## config.mk

```make
export PLATFORM = sky130hd
export DESIGN_NAME = fhm_fault_history
export DESIGN_NICKNAME = d
export VERILOG_FILES = /design/src/rtl/fhm_pkg.sv /design/src/rtl/fhm_fault_history.sv /design/src/rtl/fhm_mem.sv /design/src/rtl/fhm_rt_guard.sv
export SDC_FILE = /design/constraint.sdc
export NUM_CORES = 1
export LEC_CHECK = 0
export BUFFER_PORTS_ARGS = -buffer_cell sky130_fd_sc_hd__buf_2
export CAP_MARGIN = 25
export CORE_UTILIZATION = 40
export CTS_CLUSTER_SIZE = 20
export DETAILED_ROUTE_END_ITERATION = 12
export PLACE_DENSITY = 0.66
export SYNTH_ARGS = -nofsm -noshare
export SYNTH_HDL_FRONTEND = slang
export SYNTH_SLANG_ARGS = --single-unit
```

## constraint.sdc

```tcl
create_clock -name clk -period 15.5 [get_ports clk]
set_clock_uncertainty 0.05 [all_clocks]
set_input_delay 1.55 -clock clk [delete_from_list [all_inputs] [get_ports clk]]
set_output_delay 1.55 -clock clk [all_outputs]
set_load 0.05 [all_outputs]
```

## src/rtl/fhm_pkg.sv

```systemverilog
// shared constants and types of the fault history memory
// Behaviour
// RL1: last fault number reads zero without fault
// RL2: only the first fault of a chain recorded
// RL3: ten newest entries kept across power loss
// RL4: writing one to clear wipes the history
// RL5: clear reads nonzero until wipe completes
// RL6: writing one to pointer reset rewinds pointer
// RL7: master reads history strictly in sequence
// RL8: pointer advances by itself after each fetch
// RL9: fetch past last entry returns number zero
// RL10: position one oldest, position ten newest
// RL11: number read latches whole entry into buffer
// RL12: master reads number before other fields
// RL13: class codes zero to four as defined
// RL14: extra information is a 16-bit value
// RL15: setting zero discards bad writes silently
// RL16: setting one raises class one, quick stop
// RL17: setting picks class, survives power cycles
// RL18: class four needs supply cycle to clear
// RL19: full history drops oldest for newest entry
// RL20: time field is 32 bits from buffer
package fhm_pkg;

    ////////////////////////////////////////////////////////////////////////////
    // parameter addresses
    localparam logic [15:0] ADDR_BEHAVIOUR = 16'h190c; // realtime_error_behaviour
    localparam logic [15:0] ADDR_CLEAR = 16'h3b08; // history_clear
    localparam logic [15:0] ADDR_PTR_RESET = 16'h3b0a; // history_pointer_reset
    localparam logic [15:0] ADDR_ERR_NUM = 16'h3c02; // entry_error_number
    localparam logic [15:0] ADDR_CLASS = 16'h3c04; // entry_class
    localparam logic [15:0] ADDR_TIME = 16'h3c06; // entry_time
    localparam logic [15:0] ADDR_EXTRA = 16'h3c08; // entry_extra_info

    ////////////////////////////////////////////////////////////////////////////
    // values and sizes
    localparam int HISTORY_DEPTH = 10; // stored entries
    localparam logic [31:0] CMD_ONE = 32'h00000001; // command value
    localparam logic [31:0] CMD_ZERO = 32'h00000000; // idle value
    localparam logic [15:0] NO_FAULT = 16'h0000; // no fault / end mark
    localparam logic BEHAVIOUR_RESET = 1'b0; // factory setting
    localparam logic [2:0] CLASS_WARNING = 3'h0; // no reaction
    localparam logic [2:0] CLASS_QSTOP = 3'h1; // quick stop, state 7
    localparam logic [2:0] CLASS_QSTOP_FAULT = 3'h2; // quick stop, states 8, 9
    localparam logic [2:0] CLASS_FATAL_ACK = 3'h3; // state 9, acknowledgeable
    localparam logic [2:0] CLASS_FATAL_LOCKED = 3'h4; // state 9, supply cycle only

    ////////////////////////////////////////////////////////////////////////////
    // types
    typedef struct packed {
        logic [15:0] number; // error number
        logic [2:0] cls; // error class
        logic [31:0] stamp; // time of occurrence
        logic [15:0] extra; // additional information
    } fhm_entry_t;

    typedef struct packed {
        logic write; // 1 write, 0 read
        logic [15:0] addr; // parameter address
        logic [31:0] wdata; // write value
    } fhm_req_t;

    typedef enum logic [1:0] {
        CLR_IDLE = 2'b00, // no clear running
        CLR_WIPE = 2'b01, // zeroing entries
        CLR_FINISH = 2'b11 // dropping count and pointers
    } fhm_clear_state_t;

endpackage : fhm_pkg

```

## src/rtl/fhm_fault_history.sv

```systemverilog
// fault history memory: last fault, ten entry history, parameter access
`timescale 1ns/1ps
`default_nettype none
module fhm_fault_history #(
    parameter int DEPTH = fhm_pkg::HISTORY_DEPTH, // history entries
    parameter logic [15:0] RT_FAULT_NUMBER = 16'h0001 // number for bad realtime data
) (
    input wire logic clk, // clock, 100 MHz
    input wire logic rst, // sync reset, factory state
    input wire logic powerCycle, // pulse: supply off/on, volatile state only
    input wire logic faultValid, // pulse: fault reported
    input wire logic [15:0] faultNumber, // reported error number
    input wire logic [2:0] faultClass, // reported class
    input wire logic [15:0] faultExtra, // reported extra information
    input wire logic [31:0] timeStamp, // current time value
    input wire logic faultAck, // pulse: fault acknowledge
    input wire logic rtWriteInvalid, // pulse: invalid realtime write
    input wire logic paramReq, // pulse: parameter access
    input wire logic paramWrite, // 1 write, 0 read
    input wire logic [15:0] paramAddr, // parameter address
    input wire logic [31:0] paramWdata, // write value
    output logic paramBusy, // access in progress
    output logic paramAck, // pulse: access done
    output logic paramErr, // with ack: access refused
    output logic [31:0] paramRdata, // with ack: read value
    output logic [15:0] lastFaultNumber, // last fault number
    output logic quickStop, // quick stop reaction active
    output logic rtWriteDiscard // pulse: realtime write dropped
);

    localparam int IDX_W = (DEPTH > 1) ? $clog2(DEPTH) : 1; // index width
    localparam int CNT_W = $clog2(DEPTH + 1); // count width
    localparam logic [CNT_W-1:0] FULL = CNT_W'(DEPTH); // full count
    localparam logic [IDX_W-1:0] LAST_IDX = IDX_W'(DEPTH - 1); // top index
    localparam int CLEAR_MAX = 16; // bound on wipe length in cycles

    ////////////////////////////////////////////////////////////////////////////
    // state
    logic [CNT_W-1:0] count; // stored entries, persistent
    logic [IDX_W-1:0] head; // index of oldest entry, persistent
    logic [CNT_W-1:0] readPtr; // next position to fetch, 0 is oldest
    logic behaviour; // realtime error setting, persistent
    logic [2:0] lastClass; // class of last fault
    fhm_pkg::fhm_entry_t holdBuf; // entry latched by number read
    fhm_pkg::fhm_req_t reqQ; // captured access
    fhm_pkg::fhm_clear_state_t clearState; // clear sequencer
    logic [IDX_W-1:0] wipeIdx; // entry being zeroed
    fhm_pkg::fhm_entry_t memRd; // entry at readPtr
    logic rtFault; // class one request from guard

    // ring position to array index
    function automatic logic [IDX_W-1:0] wrapIdx(input logic [IDX_W-1:0] base,
                                                   input logic [CNT_W-1:0] off);
        logic [CNT_W:0] sum;
        sum = (CNT_W+1)'(base) + (CNT_W+1)'(off);
        if (sum >= (CNT_W+1)'(DEPTH)) begin
            sum = sum - (CNT_W+1)'(DEPTH);
        end
        return IDX_W'(sum);
    endfunction : wrapIdx

    ////////////////////////////////////////////////////////////////////////////
    // fault intake
    wire extValid = faultValid && (faultNumber != fhm_pkg::NO_FAULT); // real fault
    wire selValid = extValid || rtFault; // any fault this cycle
    wire [15:0] selNumber = extValid ? faultNumber : RT_FAULT_NUMBER; // chosen number
    wire [2:0] selClass = extValid ? faultClass : fhm_pkg::CLASS_QSTOP; // chosen class
    wire newFault = selValid && (lastFaultNumber == fhm_pkg::NO_FAULT); // RL2
    wire clearing = (clearState != fhm_pkg::CLR_IDLE); // wipe running
    wire record = newFault && !clearing; // store the originating fault
    wire isFull = (count == FULL); // history full
    wire ackClears = faultAck && (lastClass != fhm_pkg::CLASS_FATAL_LOCKED); // RL18
    wire fhm_pkg::fhm_entry_t newEntry = '{number: selNumber, cls: selClass,
                                          stamp: timeStamp, extra: faultExtra}; // RL14
    wire [IDX_W-1:0] recIdx = isFull ? head : wrapIdx(head, count); // RL19
    wire [IDX_W-1:0] nextHead = (head == LAST_IDX) ? '0 : head + 1'b1; // oldest moves on

    ////////////////////////////////////////////////////////////////////////////
    // access decode
    wire reqTake = paramReq && !paramBusy; // request accepted
    wire hitClear = (reqQ.addr == fhm_pkg::ADDR_CLEAR); // history_clear
    wire hitPtr = (reqQ.addr == fhm_pkg::ADDR_PTR_RESET); // history_pointer_reset
    wire hitNum = (reqQ.addr == fhm_pkg::ADDR_ERR_NUM); // entry_error_number
    wire hitClass = (reqQ.addr == fhm_pkg::ADDR_CLASS); // entry_class
    wire hitTime = (reqQ.addr == fhm_pkg::ADDR_TIME); // entry_time
    wire hitExtra = (reqQ.addr == fhm_pkg::ADDR_EXTRA); // entry_extra_info
    wire hitBehv = (reqQ.addr == fhm_pkg::ADDR_BEHAVIOUR); // realtime_error_behaviour
    wire wrOne = (reqQ.wdata == fhm_pkg::CMD_ONE); // value one
    wire wrZero = (reqQ.wdata == fhm_pkg::CMD_ZERO); // value zero
    wire doRd = paramBusy && !reqQ.write; // read in stage
    wire doWr = paramBusy && reqQ.write; // write in stage
    wire startClear = doWr && hitClear && wrOne && !clearing; // RL4
    wire rewindPtr = doWr && hitPtr && wrOne; // RL6
    wire entryLeft = (readPtr < count); // RL9
    wire fetchNum = doRd && hitNum; // RL11
    wire setBehv = doWr && hitBehv && (wrOne || wrZero); // RL17
    wire cmdWrOk = (hitClear || hitPtr) && (wrOne || wrZero); // command writes
    wire wrOk = cmdWrOk || (hitBehv && (wrOne || wrZero)); // legal write
    wire rdOk = hitClear || hitPtr || hitNum || hitClass || hitTime || hitExtra || hitBehv;
    wire next_paramErr = reqQ.write ? !wrOk : !rdOk; // refused access
    wire [15:0] fetchedNum = entryLeft ? memRd.number : fhm_pkg::NO_FAULT; // RL9
    wire [31:0] next_paramRdata =
        reqQ.write ? '0 :
        hitClear ? {31'h00000000, clearing} : // RL5
        hitNum ? {16'h0000, fetchedNum} :
        hitClass ? {29'h00000000, holdBuf.cls} : // RL13
        hitTime ? holdBuf.stamp : // RL20
        hitExtra ? {16'h0000, holdBuf.extra} : // RL14
        hitBehv ? {31'h00000000, behaviour} : '0; // pointer reset reads zero

    ////////////////////////////////////////////////////////////////////////////
    // memory ports
    wire memWr = (clearState == fhm_pkg::CLR_WIPE) || record; // one writer at a time
    wire [IDX_W-1:0] memWrAddr = clearing ? wipeIdx : recIdx; // wipe or record slot
    wire fhm_pkg::fhm_entry_t memWrData = clearing ? '0 : newEntry; // zero or new
    wire [IDX_W-1:0] memRdAddr = wrapIdx(head, readPtr); // RL10

    fhm_mem #(.DEPTH(DEPTH), .IDX_W(IDX_W)) u_mem (
        .clk(clk),
        .rst(rst),
        .wrEn(memWr),
        .wrAddr(memWrAddr),
        .wrData(memWrData),
        .rdAddr(memRdAddr),
        .rdData(memRd)
    );

    fhm_rt_guard u_guard (
        .clk(clk),
        .rst(rst),
        .invalidWrite(rtWriteInvalid),
        .behaviour(behaviour),
        .discard(rtWriteDiscard),
        .faultReq(rtFault)
    );

    ////////////////////////////////////////////////////////////////////////////
    // access stage: capture, then answer one cycle later
    always_ff @(posedge clk) begin
        if (rst || powerCycle) begin
            paramBusy <= 1'b0; // idle
            reqQ <= '0; // empty
            paramAck <= 1'b0; // no answer
            paramErr <= 1'b0; // no error
            paramRdata <= '0; // no data
        end else begin
            paramBusy <= reqTake; // busy for one cycle
            if (reqTake) begin
                reqQ <= '{write: paramWrite, addr: paramAddr, wdata: paramWdata};
            end
            paramAck <= paramBusy; // answer pulse
            paramErr <= paramBusy && next_paramErr; // refused
            paramRdata <= paramBusy ? next_paramRdata : '0; // read value
        end
    end

    ////////////////////////////////////////////////////////////////////////////
    // read pointer and holding buffer
    always_ff @(posedge clk) begin
        if (rst || powerCycle || clearState == fhm_pkg::CLR_FINISH) begin
            readPtr <= '0; // start at oldest
        end else if (rewindPtr) begin
            readPtr <= '0; // RL6
        end else if (fetchNum && entryLeft) begin
            readPtr <= readPtr + 1'b1; // RL8
        end
    end

    always_ff @(posedge clk) begin
        if (rst || powerCycle) begin
            holdBuf <= '0; // empty buffer
        end else if (fetchNum) begin
            holdBuf <= entryLeft ? memRd : '0; // RL11
        end
    end

    ////////////////////////////////////////////////////////////////////////////
    // history ring bookkeeping
    always_ff @(posedge clk) begin
        if (rst || clearState == fhm_pkg::CLR_FINISH) begin
            count <= '0; // empty history
            head <= '0; // oldest at slot zero
        end else if (record) begin
            if (isFull) begin
                head <= nextHead; // RL19
            end else begin
                count <= count + 1'b1; // RL3
            end
        end
    end

    ////////////////////////////////////////////////////////////////////////////
    // clear sequencer
    always_ff @(posedge clk) begin
        if (rst) begin
            clearState <= fhm_pkg::CLR_IDLE; // idle
            wipeIdx <= '0; // first slot
        end else begin
            unique case (clearState)
                fhm_pkg::CLR_IDLE: begin
                    wipeIdx <= '0; // restart wipe
                    if (startClear) begin
                        clearState <= fhm_pkg::CLR_WIPE; // RL4
                    end
                end
                fhm_pkg::CLR_WIPE: begin
                    wipeIdx <= wipeIdx + 1'b1; // next slot
                    if (wipeIdx == LAST_IDX) begin
                        clearState <= fhm_pkg::CLR_FINISH; // all zeroed
                    end
                end
                fhm_pkg::CLR_FINISH: begin
                    clearState <= fhm_pkg::CLR_IDLE; // RL5
                end
                default: begin
                    clearState <= fhm_pkg::CLR_IDLE; // illegal code
                end
            endcase
        end
    end

    ////////////////////////////////////////////////////////////////////////////
    // last fault, setting and reaction
    always_ff @(posedge clk) begin
        if (rst || powerCycle) begin
            lastFaultNumber <= fhm_pkg::NO_FAULT; // RL1
            lastClass <= fhm_pkg::CLASS_WARNING; // none
        end else if (newFault) begin
            lastFaultNumber <= selNumber; // set wins over acknowledge
            lastClass <= selClass; // class of this fault
        end else if (ackClears) begin
            lastFaultNumber <= fhm_pkg::NO_FAULT; // RL18
            lastClass <= fhm_pkg::CLASS_WARNING; // none
        end
    end

    always_ff @(posedge clk) begin
        if (rst) begin
            behaviour <= fhm_pkg::BEHAVIOUR_RESET; // RL15
        end else if (setBehv) begin
            behaviour <= reqQ.wdata[0]; // RL17
        end
    end

    wire stopClass = (lastClass == fhm_pkg::CLASS_QSTOP) ||
                     (lastClass == fhm_pkg::CLASS_QSTOP_FAULT); // quick stop classes
    always_ff @(posedge clk) begin
        if (rst) begin
            quickStop <= 1'b0; // no reaction
        end else begin
            quickStop <= (lastFaultNumber != fhm_pkg::NO_FAULT) && stopClass; // RL16
        end
    end

    ////////////////////////////////////////////////////////////////////////////
    // checks
    property p_clear_done;
        @(posedge clk) disable iff (rst)
        startClear |=> clearing ##[1:CLEAR_MAX] (!clearing && count == '0);
    endproperty
    a_clear_done: assert property (p_clear_done) // RL4
        else $error("clear did not empty the history");

    property p_clear_busy_read;
        @(posedge clk) disable iff (rst || powerCycle)
        (doRd && hitClear && clearing) |=> (paramAck && paramRdata != '0);
    endproperty
    a_clear_busy_read: assert property (p_clear_busy_read) // RL5
        else $error("clear read zero while clearing");

    property p_rewind;
        @(posedge clk) disable iff (rst || powerCycle)
        (reqTake && paramWrite && paramAddr == fhm_pkg::ADDR_PTR_RESET
         && paramWdata == fhm_pkg::CMD_ONE) |-> ##2 (readPtr == '0);
    endproperty
    a_rewind: assert property (p_rewind) // RL6
        else $error("pointer not rewound");

    property p_advance;
        @(posedge clk) disable iff (rst || powerCycle || clearing)
        (fetchNum && entryLeft && !rewindPtr) |=> (readPtr == $past(readPtr) + 1'b1);
    endproperty
    a_advance: assert property (p_advance) // RL8
        else $error("pointer did not advance");

    property p_end_mark;
        @(posedge clk) disable iff (rst || powerCycle)
        (fetchNum && !entryLeft) |=> (paramAck && paramRdata == '0 && holdBuf == '0);
    endproperty
    a_end_mark: assert property (p_end_mark) // RL9
        else $error("end of history not zero");

    property p_buffer_class;
        @(posedge clk) disable iff (rst || powerCycle)
        (doRd && hitClass) |=> (paramRdata[2:0] == $past(holdBuf.cls));
    endproperty
    a_buffer_class: assert property (p_buffer_class) // RL11
        else $error("class not served from buffer");

    property p_first_only;
        @(posedge clk) disable iff (rst || powerCycle)
        (selValid && lastFaultNumber != fhm_pkg::NO_FAULT && !clearing)
        |=> $stable(count) && $stable(head);
    endproperty
    a_first_only: assert property (p_first_only) // RL2
        else $error("consequential fault was stored");

    property p_drop_oldest;
        @(posedge clk) disable iff (rst)
        (record && isFull) |=> (count == FULL && head == $past(nextHead));
    endproperty
    a_drop_oldest: assert property (p_drop_oldest) // RL19
        else $error("full history did not drop oldest");

    property p_locked;
        @(posedge clk) disable iff (rst || powerCycle)
        (faultAck && lastClass == fhm_pkg::CLASS_FATAL_LOCKED)
        |=> (lastFaultNumber != fhm_pkg::NO_FAULT) [*2];
    endproperty
    a_locked: assert property (p_locked) // RL18
        else $error("class four cleared by acknowledge");

endmodule : fhm_fault_history
`default_nettype wire

```

## src/rtl/fhm_mem.sv

```systemverilog
// entry storage of the fault history, registered read
`timescale 1ns/1ps
`default_nettype none
module fhm_mem #(
    parameter int DEPTH = fhm_pkg::HISTORY_DEPTH, // entries
    parameter int IDX_W = 4 // index width
) (
    input wire logic clk, // clock
    input wire logic rst, // clears read register only
    input wire logic wrEn, // write strobe
    input wire logic [IDX_W-1:0] wrAddr, // write index
    input wire fhm_pkg::fhm_entry_t wrData, // write entry
    input wire logic [IDX_W-1:0] rdAddr, // read index
    output fhm_pkg::fhm_entry_t rdData // entry, one cycle after address
);

    // array has no reset: contents model the persistent store
    fhm_pkg::fhm_entry_t store [DEPTH]; // entry array

    ////////////////////////////////////////////////////////////////////////////
    // write port
    always_ff @(posedge clk) begin
        if (wrEn) begin
            store[wrAddr] <= wrData; // RL3
        end
    end

    ////////////////////////////////////////////////////////////////////////////
    // read register
    always_ff @(posedge clk) begin
        if (rst) begin
            rdData <= '0; // defined after reset
        end else begin
            rdData <= store[rdAddr]; // registered read
        end
    end

endmodule : fhm_mem
`default_nettype wire

```

## src/rtl/fhm_rt_guard.sv

```systemverilog
// handling of invalid realtime writes by the behaviour setting
`timescale 1ns/1ps
`default_nettype none
module fhm_rt_guard (
    input wire logic clk, // clock
    input wire logic rst, // sync reset
    input wire logic invalidWrite, // pulse: bad realtime write seen
    input wire logic behaviour, // 0 warning, 1 class one
    output logic discard, // pulse: write not executed
    output logic faultReq // pulse: raise class one fault
);

    ////////////////////////////////////////////////////////////////////////////
    // decision
    wire raiseFault = invalidWrite && behaviour; // RL16

    always_ff @(posedge clk) begin
        if (rst) begin
            discard <= 1'b0; // idle
            faultReq <= 1'b0; // idle
        end else begin
            discard <= invalidWrite; // RL15
            faultReq <= raiseFault; // RL17
        end
    end

    ////////////////////////////////////////////////////////////////////////////
    // checks
    property p_warn_silent;
        @(posedge clk) disable iff (rst)
        (invalidWrite && !behaviour) |=> (discard && !faultReq);
    endproperty
    a_warn_silent: assert property (p_warn_silent) // RL15
        else $error("warning setting raised a fault");

    property p_class_one;
        @(posedge clk) disable iff (rst)
        (invalidWrite && behaviour) |=> (faultReq && discard);
    endproperty
    a_class_one: assert property (p_class_one) // RL16
        else $error("class one setting raised no fault");

endmodule : fhm_rt_guard
`default_nettype wire

```

[Word-level counts from Yosys, hierarchy flattened]
Memory sizes are Yosys's and may differ from the RTL's. A register that Yosys moved wholly into a read port is not among the register bits.
Cells that the tools add are included.
Word-level totals
  register bits after elaboration: 176
  memory bits (writable): 670
  bits of input ports: 123
  output and inout port bits: 53
  logic and storage cells: 137
  memories: 1
Operators by class
  add/sub/neg operators: 8
  magnitude comparators: 3
  eq/ne operators: 18
  muxes and demuxes: 27
  bitwise gates (word level): 2
  reduce and logical (&&, ||, !) cells: 55
Memories
  u_mem.store: depth 10, bits a word 67, read ports 1, clocked after Yosys merged registers in 1, wr ports 1, RTL line fhm_mem.sv:18  | fhm_pkg::fhm_entry_t store [DEPTH];
Operators by type and width (number)
  16-bit 2-to-1 mux: 7
  16-bit by 14-bit equality test with 1-bit output (second input constant): 6
  67-bit 2-to-1 mux: 1
  51-bit 2-to-1 mux: 1
  32-bit by 1-bit equality test with 1-bit output (second input constant): 1
  32-bit logical NOT: 1
  32-bit 2-to-1 mux: 1
  16-bit nonzero test: 2
  1-bit logical AND: 21
  4-bit 2-to-1 mux: 5
  4-bit by 1-bit adder with 4-bit output (second input constant): 4
  16-bit by 13-bit equality test with 1-bit output (second input constant): 1
  16-bit logical NOT: 1
  1-bit logical OR: 14
  4-bit equality test (second input constant): 3
  4-bit by 4-bit adder with 5-bit output: 2
  5-bit by 4-bit greater-or-equal comparator with 1-bit output (second input constant): 2
  3-bit 2-to-1 mux: 3
  4-bit one-hot mux with 2 select lines: 1
  4-bit subtractor (second input constant): 2
  2-bit AND reduction: 3
  2-bit nonzero test: 3
  6-bit OR reduction: 1
  1-bit logical NOT: 5
  16 further kinds: 22

[Depth between registers and ports, before layout]
  word-level depth: 10
  depth in mapped cells: 14

[By module]
From an unflattened synthesis, not the netlist that was laid out.
Unflattened totals
  cells, all modules: 2416
  area, all modules: 35057.4 µm²
By module, submodules not included
  fhm_mem: times used 1, cells each 1448, area an instance 27262.4 µm², seq. area each 21460.6 µm²
  fhm_fault_history: times used 1, cells each 964, area an instance 7739.9 µm², seq. area each 3483.3 µm²
  fhm_rt_guard: times used 1, cells each 4, area an instance 55.1 µm², seq. area each 40.0 µm²

[Worst setup path after synthesis]
No wires, ideal clock.
  path type: reg2reg
  start point: register head[0]
  end point: memory u_mem.store[8][0] (netlist name), enable pin
  library setup time: 0.850 ns
  arrival time: 12.899 ns
  data required time: 14.600 ns
  setup slack: 1.701 ns
  stages on the path, launching flop included: 11
  clock period less this slack: 13.799 ns
  cell sequence: dfxtp_1 > ha_1 > fa_1 > xnor2_1 > ha_1 > inv_1 > a31o_2 > a211oi_1 > or4_1 > nand3_1 > a2111oi_0
Between the ends
  word-level cells in the longest chain between the ends: 5
RTL lines
  from (decl): RTL line fhm_fault_history.sv:40  | logic [IDX_W-1:0] head;
  from (signal assigned): RTL line fhm_fault_history.sv:185  | head <= nextHead;
  4-bit by 4-bit adder with 5-bit output: RTL line fhm_fault_history.sv:55  | sum = (CNT_W+1)'(base) + (CNT_W+1)'(off);
  4-bit subtractor / 5-bit by 4-bit greater-or-equal comparator with 1-bit output (equally long branches): RTL line fhm_fault_history.sv:57, fhm_fault_history.sv:56
  4-bit 2-to-1 mux: RTL line fhm_fault_history.sv:56  | if (sum >= (CNT_W+1)'(DEPTH)) begin
  4-bit 2-to-1 mux (*): RTL line fhm_fault_history.sv:75  | wire [IDX_W-1:0] recIdx = isFull ? head : wrapIdx(head, count);
  4-bit 2-to-1 mux (*): RTL line fhm_fault_history.sv:114  | wire [IDX_W-1:0] memWrAddr = clearing ? wipeIdx : recIdx;
  to (decl): RTL line fhm_mem.sv:18
Mark *: on every way between the ends. The rest lies on a longest branch, timed or not.

[Worst setup path after layout]
  start point: register head[0]
  end point: register u_mem.rdData[63] (netlist name)
Between the ends
  word-level cells in the longest chain between the ends: 3
RTL lines (RTL line)
  4-bit by 4-bit adder with 5-bit output (*): fhm_fault_history.sv:55
  4-bit subtractor / 5-bit by 4-bit greater-or-equal comparator with 1-bit output (equally long branches): fhm_fault_history.sv:57, fhm_fault_history.sv:56
  4-bit 2-to-1 mux (*): fhm_fault_history.sv:56
Marked as above.
A chain may end at the register's enable or synchronous reset.

==> flow_metrics.env <==
export IMPL_dp_hpwl_um=54100
export IMPL_min_period_ps=5450
export IMPL_cts_setup_buffers=0
export IMPL_via_count=23700
export IMPL_power_density_nw_per_um2=121
export IMPL_initial_core_util_pct=40.4
export IMPL_holdBufCountCts=0
export IMPL_max_cap_viol_count=0
export IMPL_final_cell_mix="edfxtp_1, nand2_1, dfxtp_1, mux2i_1, buf_2"
export IMPL_ys_seq_elements=913
export IMPL_ys_warnings_count=0
export IMPL_clock_path_buffers=3
export IMPL_synth_edf_count=670
export IMPL_ant_nets=0
export IMPL_core_um2=94900
export IMPL_finalHoldViolCount=0
export IMPL_dieWidth_um=311
export IMPL_grt_util_all_layers_pct=19.7
export IMPL_cp_max_fo=71
export IMPL_syn_inst=2786
export IMPL_fin_util_pct=46.0
export IMPL_hold_path_class="reg2reg"
export IMPL_post_route_period_util_pct=35.1
export IMPL_cts_sinks=913
export IMPL_clock_latency_ps=660
export IMPL_ys_seq_area_share_pct=65.2
export IMPL_syn_area_per_cell_um2=13.7
export IMPL_syn_nets=2929
export IMPL_power_leakage_uw=0.0146
export IMPL_cts_root_buf="clkbuf_16"
export IMPL_finish_instance_area_um2=43600
export IMPL_dpl_cell_area_um2=40500
export IMPL_drcViolationCount=0
export IMPL_crit_start="head[0]"
export IMPL_status="complete, no violations"
export IMPL_vias_per_cell=5.57
export IMPL_netlist_area_um2=38300
export IMPL_port_buffers=175
export IMPL_gp_congestion=0.784
export IMPL_reg2reg_slack_ps=10050
export IMPL_arrival_ps=5960
export IMPL_cts_buffers=92
export IMPL_synthToLayoutAreaGrowth_pct=14.0
export IMPL_top_usage_layer="met2"
export IMPL_drv_slew=0
export IMPL_peakVddDrop_mv=0.0833
export IMPL_final_common_cell="edfxtp_1"
export IMPL_drt_iter0_markers=2083
export IMPL_die_area_um2=97000
export IMPL_antenna_found_initial=5
export IMPL_clk_pin_slew_ps=60
export IMPL_grt_pass1_wl_um=145000
export IMPL_grt_met2_usage_pct=31.3
export IMPL_drive_above_1_share_pct=19.4
export IMPL_min_from="reqQ[13]"
export IMPL_fillers=8295
export IMPL_grt_setup_unrepaired="no"
export IMPL_gr_total_overflow=0
export IMPL_die_h_um=311
export IMPL_ctsResizeCount=0
export IMPL_grt_pass1_vias=22800
export IMPL_tightestPinTransition_ps=1080
export IMPL_met3_usage_pct=3.26
export IMPL_nets=3051
export IMPL_cp_end_kind="register"
export IMPL_detail_route_first_pass_iterations=6
export IMPL_setup_viol_count_final=0
export IMPL_grt_start_max_net_pins=75
export IMPL_cp_start_kind="register"
export IMPL_r2r_start="head[0]"
export IMPL_max_slew_margin_pct=28.3
export IMPL_routed_wl_um=96700
export IMPL_synth_cell_types=69
export IMPL_p_total_uw=5280
export IMPL_htreeDepth=3
export IMPL_wl_per_cell_um=22.7
export IMPL_worstPathRequired_ps=16010
export IMPL_finalSetupTns_ps=0
export IMPL_timing_fmax_mhz=184
export IMPL_grt_util_met1_pct=27.6
export IMPL_async_flop_share_pct=0
export IMPL_rows=113
export IMPL_cts_tree="yes"
export IMPL_io_pins=176
export IMPL_ys_flop_type="edfxtp_1"
export IMPL_critPathKind="reg2reg"
[synthesized netlist by cell type (12+ instances only)]
cell type / count / area share [%]
a222oi_1: 13 / 0.34
nor2_1: 114 / 1.1
a22oi_1: 67 / 1.3
a21o_1: 76 / 1.5
nor2b_1: 15 / 0.25
mux2_2: 103 / 3.0
nor4_1: 12 / 0.20
nand3b_1: 70 / 1.4
inv_1: 16 / 0.16
mux2_1: 30 / 0.88
a211oi_1: 131 / 2.6
nand2_1: 389 / 3.8
and2_1: 85 / 1.4
edfxtp_1: 670 / 53
mux4_2: 66 / 3.9
mux2i_1: 211 / 5.5
clkbuf_1: 155 / 1.5
buf_2: 27 / 0.35
a21oi_1: 71 / 0.93
nand4_1: 75 / 1.2
dfxtp_1: 243 / 13
ha_1: 18 / 0.59
a211oi_2: 12 / 0.39
[worst paths after layout]
check | to | cells past startpoint
setup / recovery | u_mem.rdData[63] | 11
hold reg to reg | reqQ[13] | 2
setup reg to reg | u_mem.rdData[63] | 11
hold / removal | reqQ[13] | 2
[stage by stage]
stage                     worst slack [ps]  hold slack [ps]  cells
after detailed placement              9620              394   4076
after global placement                9380              388   4075
after floorplan                       1700              367   2786
final                                10050              403   4252
after CTS                             9660              403   4247
after global routing                  9750              417   4250
[registers in the layout, indices dropped and copies added, names as in the netlist, 16 cells and up]
signal / flops
reqQ: 49
holdBuf: 51
u_mem.rdData: 67
lastFaultNumber: 16
u_mem.store: 670
paramRdata: 32
[worst max-delay path, cell delays in order (launching register included)]
cell	delay [ps]
dfxtp_1	380
ha_4	200
fa_1	470
xor2_4	190
buf_4	630
inv_4	500
ha_4	900
buf_4	650
mux2i_4	120
buf_4	430
mux2_1	430
a211oi_1	260
[final cells by class]
class	count	area, µm²	share of cell area (%)
Sequential cell	913	25000	57.2
Multi-Input combinational cell	1661	12600	28.9
Clock buffer	138	2720	6.23
Tap cell	1265	1580	3.63
Timing Repair Buffer	223	1270	2.92
Clock inverter	33	408	0.935
Inverter	17	66.3	0.152
Antenna cell	2	5.00	0.0115
[metal layers]
layer / wire length [µm] / share of wire [%] / up-vias
li1: - / - / 10800
met1: 42500 / 44 / 11900
met2: 44900 / 46 / 831
met3: 6770 / 7.0 / 158
met4: 2400 / 2.5 / 4
met5: 19 / 0.020 / -
[cells by family after synthesis]
group           after synthesis  share of synthesized area, %
compound gates              408                          7.91
xor+xnor                     12                         0.294
fa+ha+maj                    20                         0.693
buf+inv                     212                          2.25
flops                       913                          65.2
mux                         410                          13.3
simple gates                811                          10.3
[report_power, final]
part           total [µW]  switching (µW)  internal [µW]  leakage, µW
Sequential           2750            35.5           2710      0.00805
Clock                2260             934           1320      0.00152
Combinational         272             178           93.7      0.00499
Power figures use the tool's default switching activity.
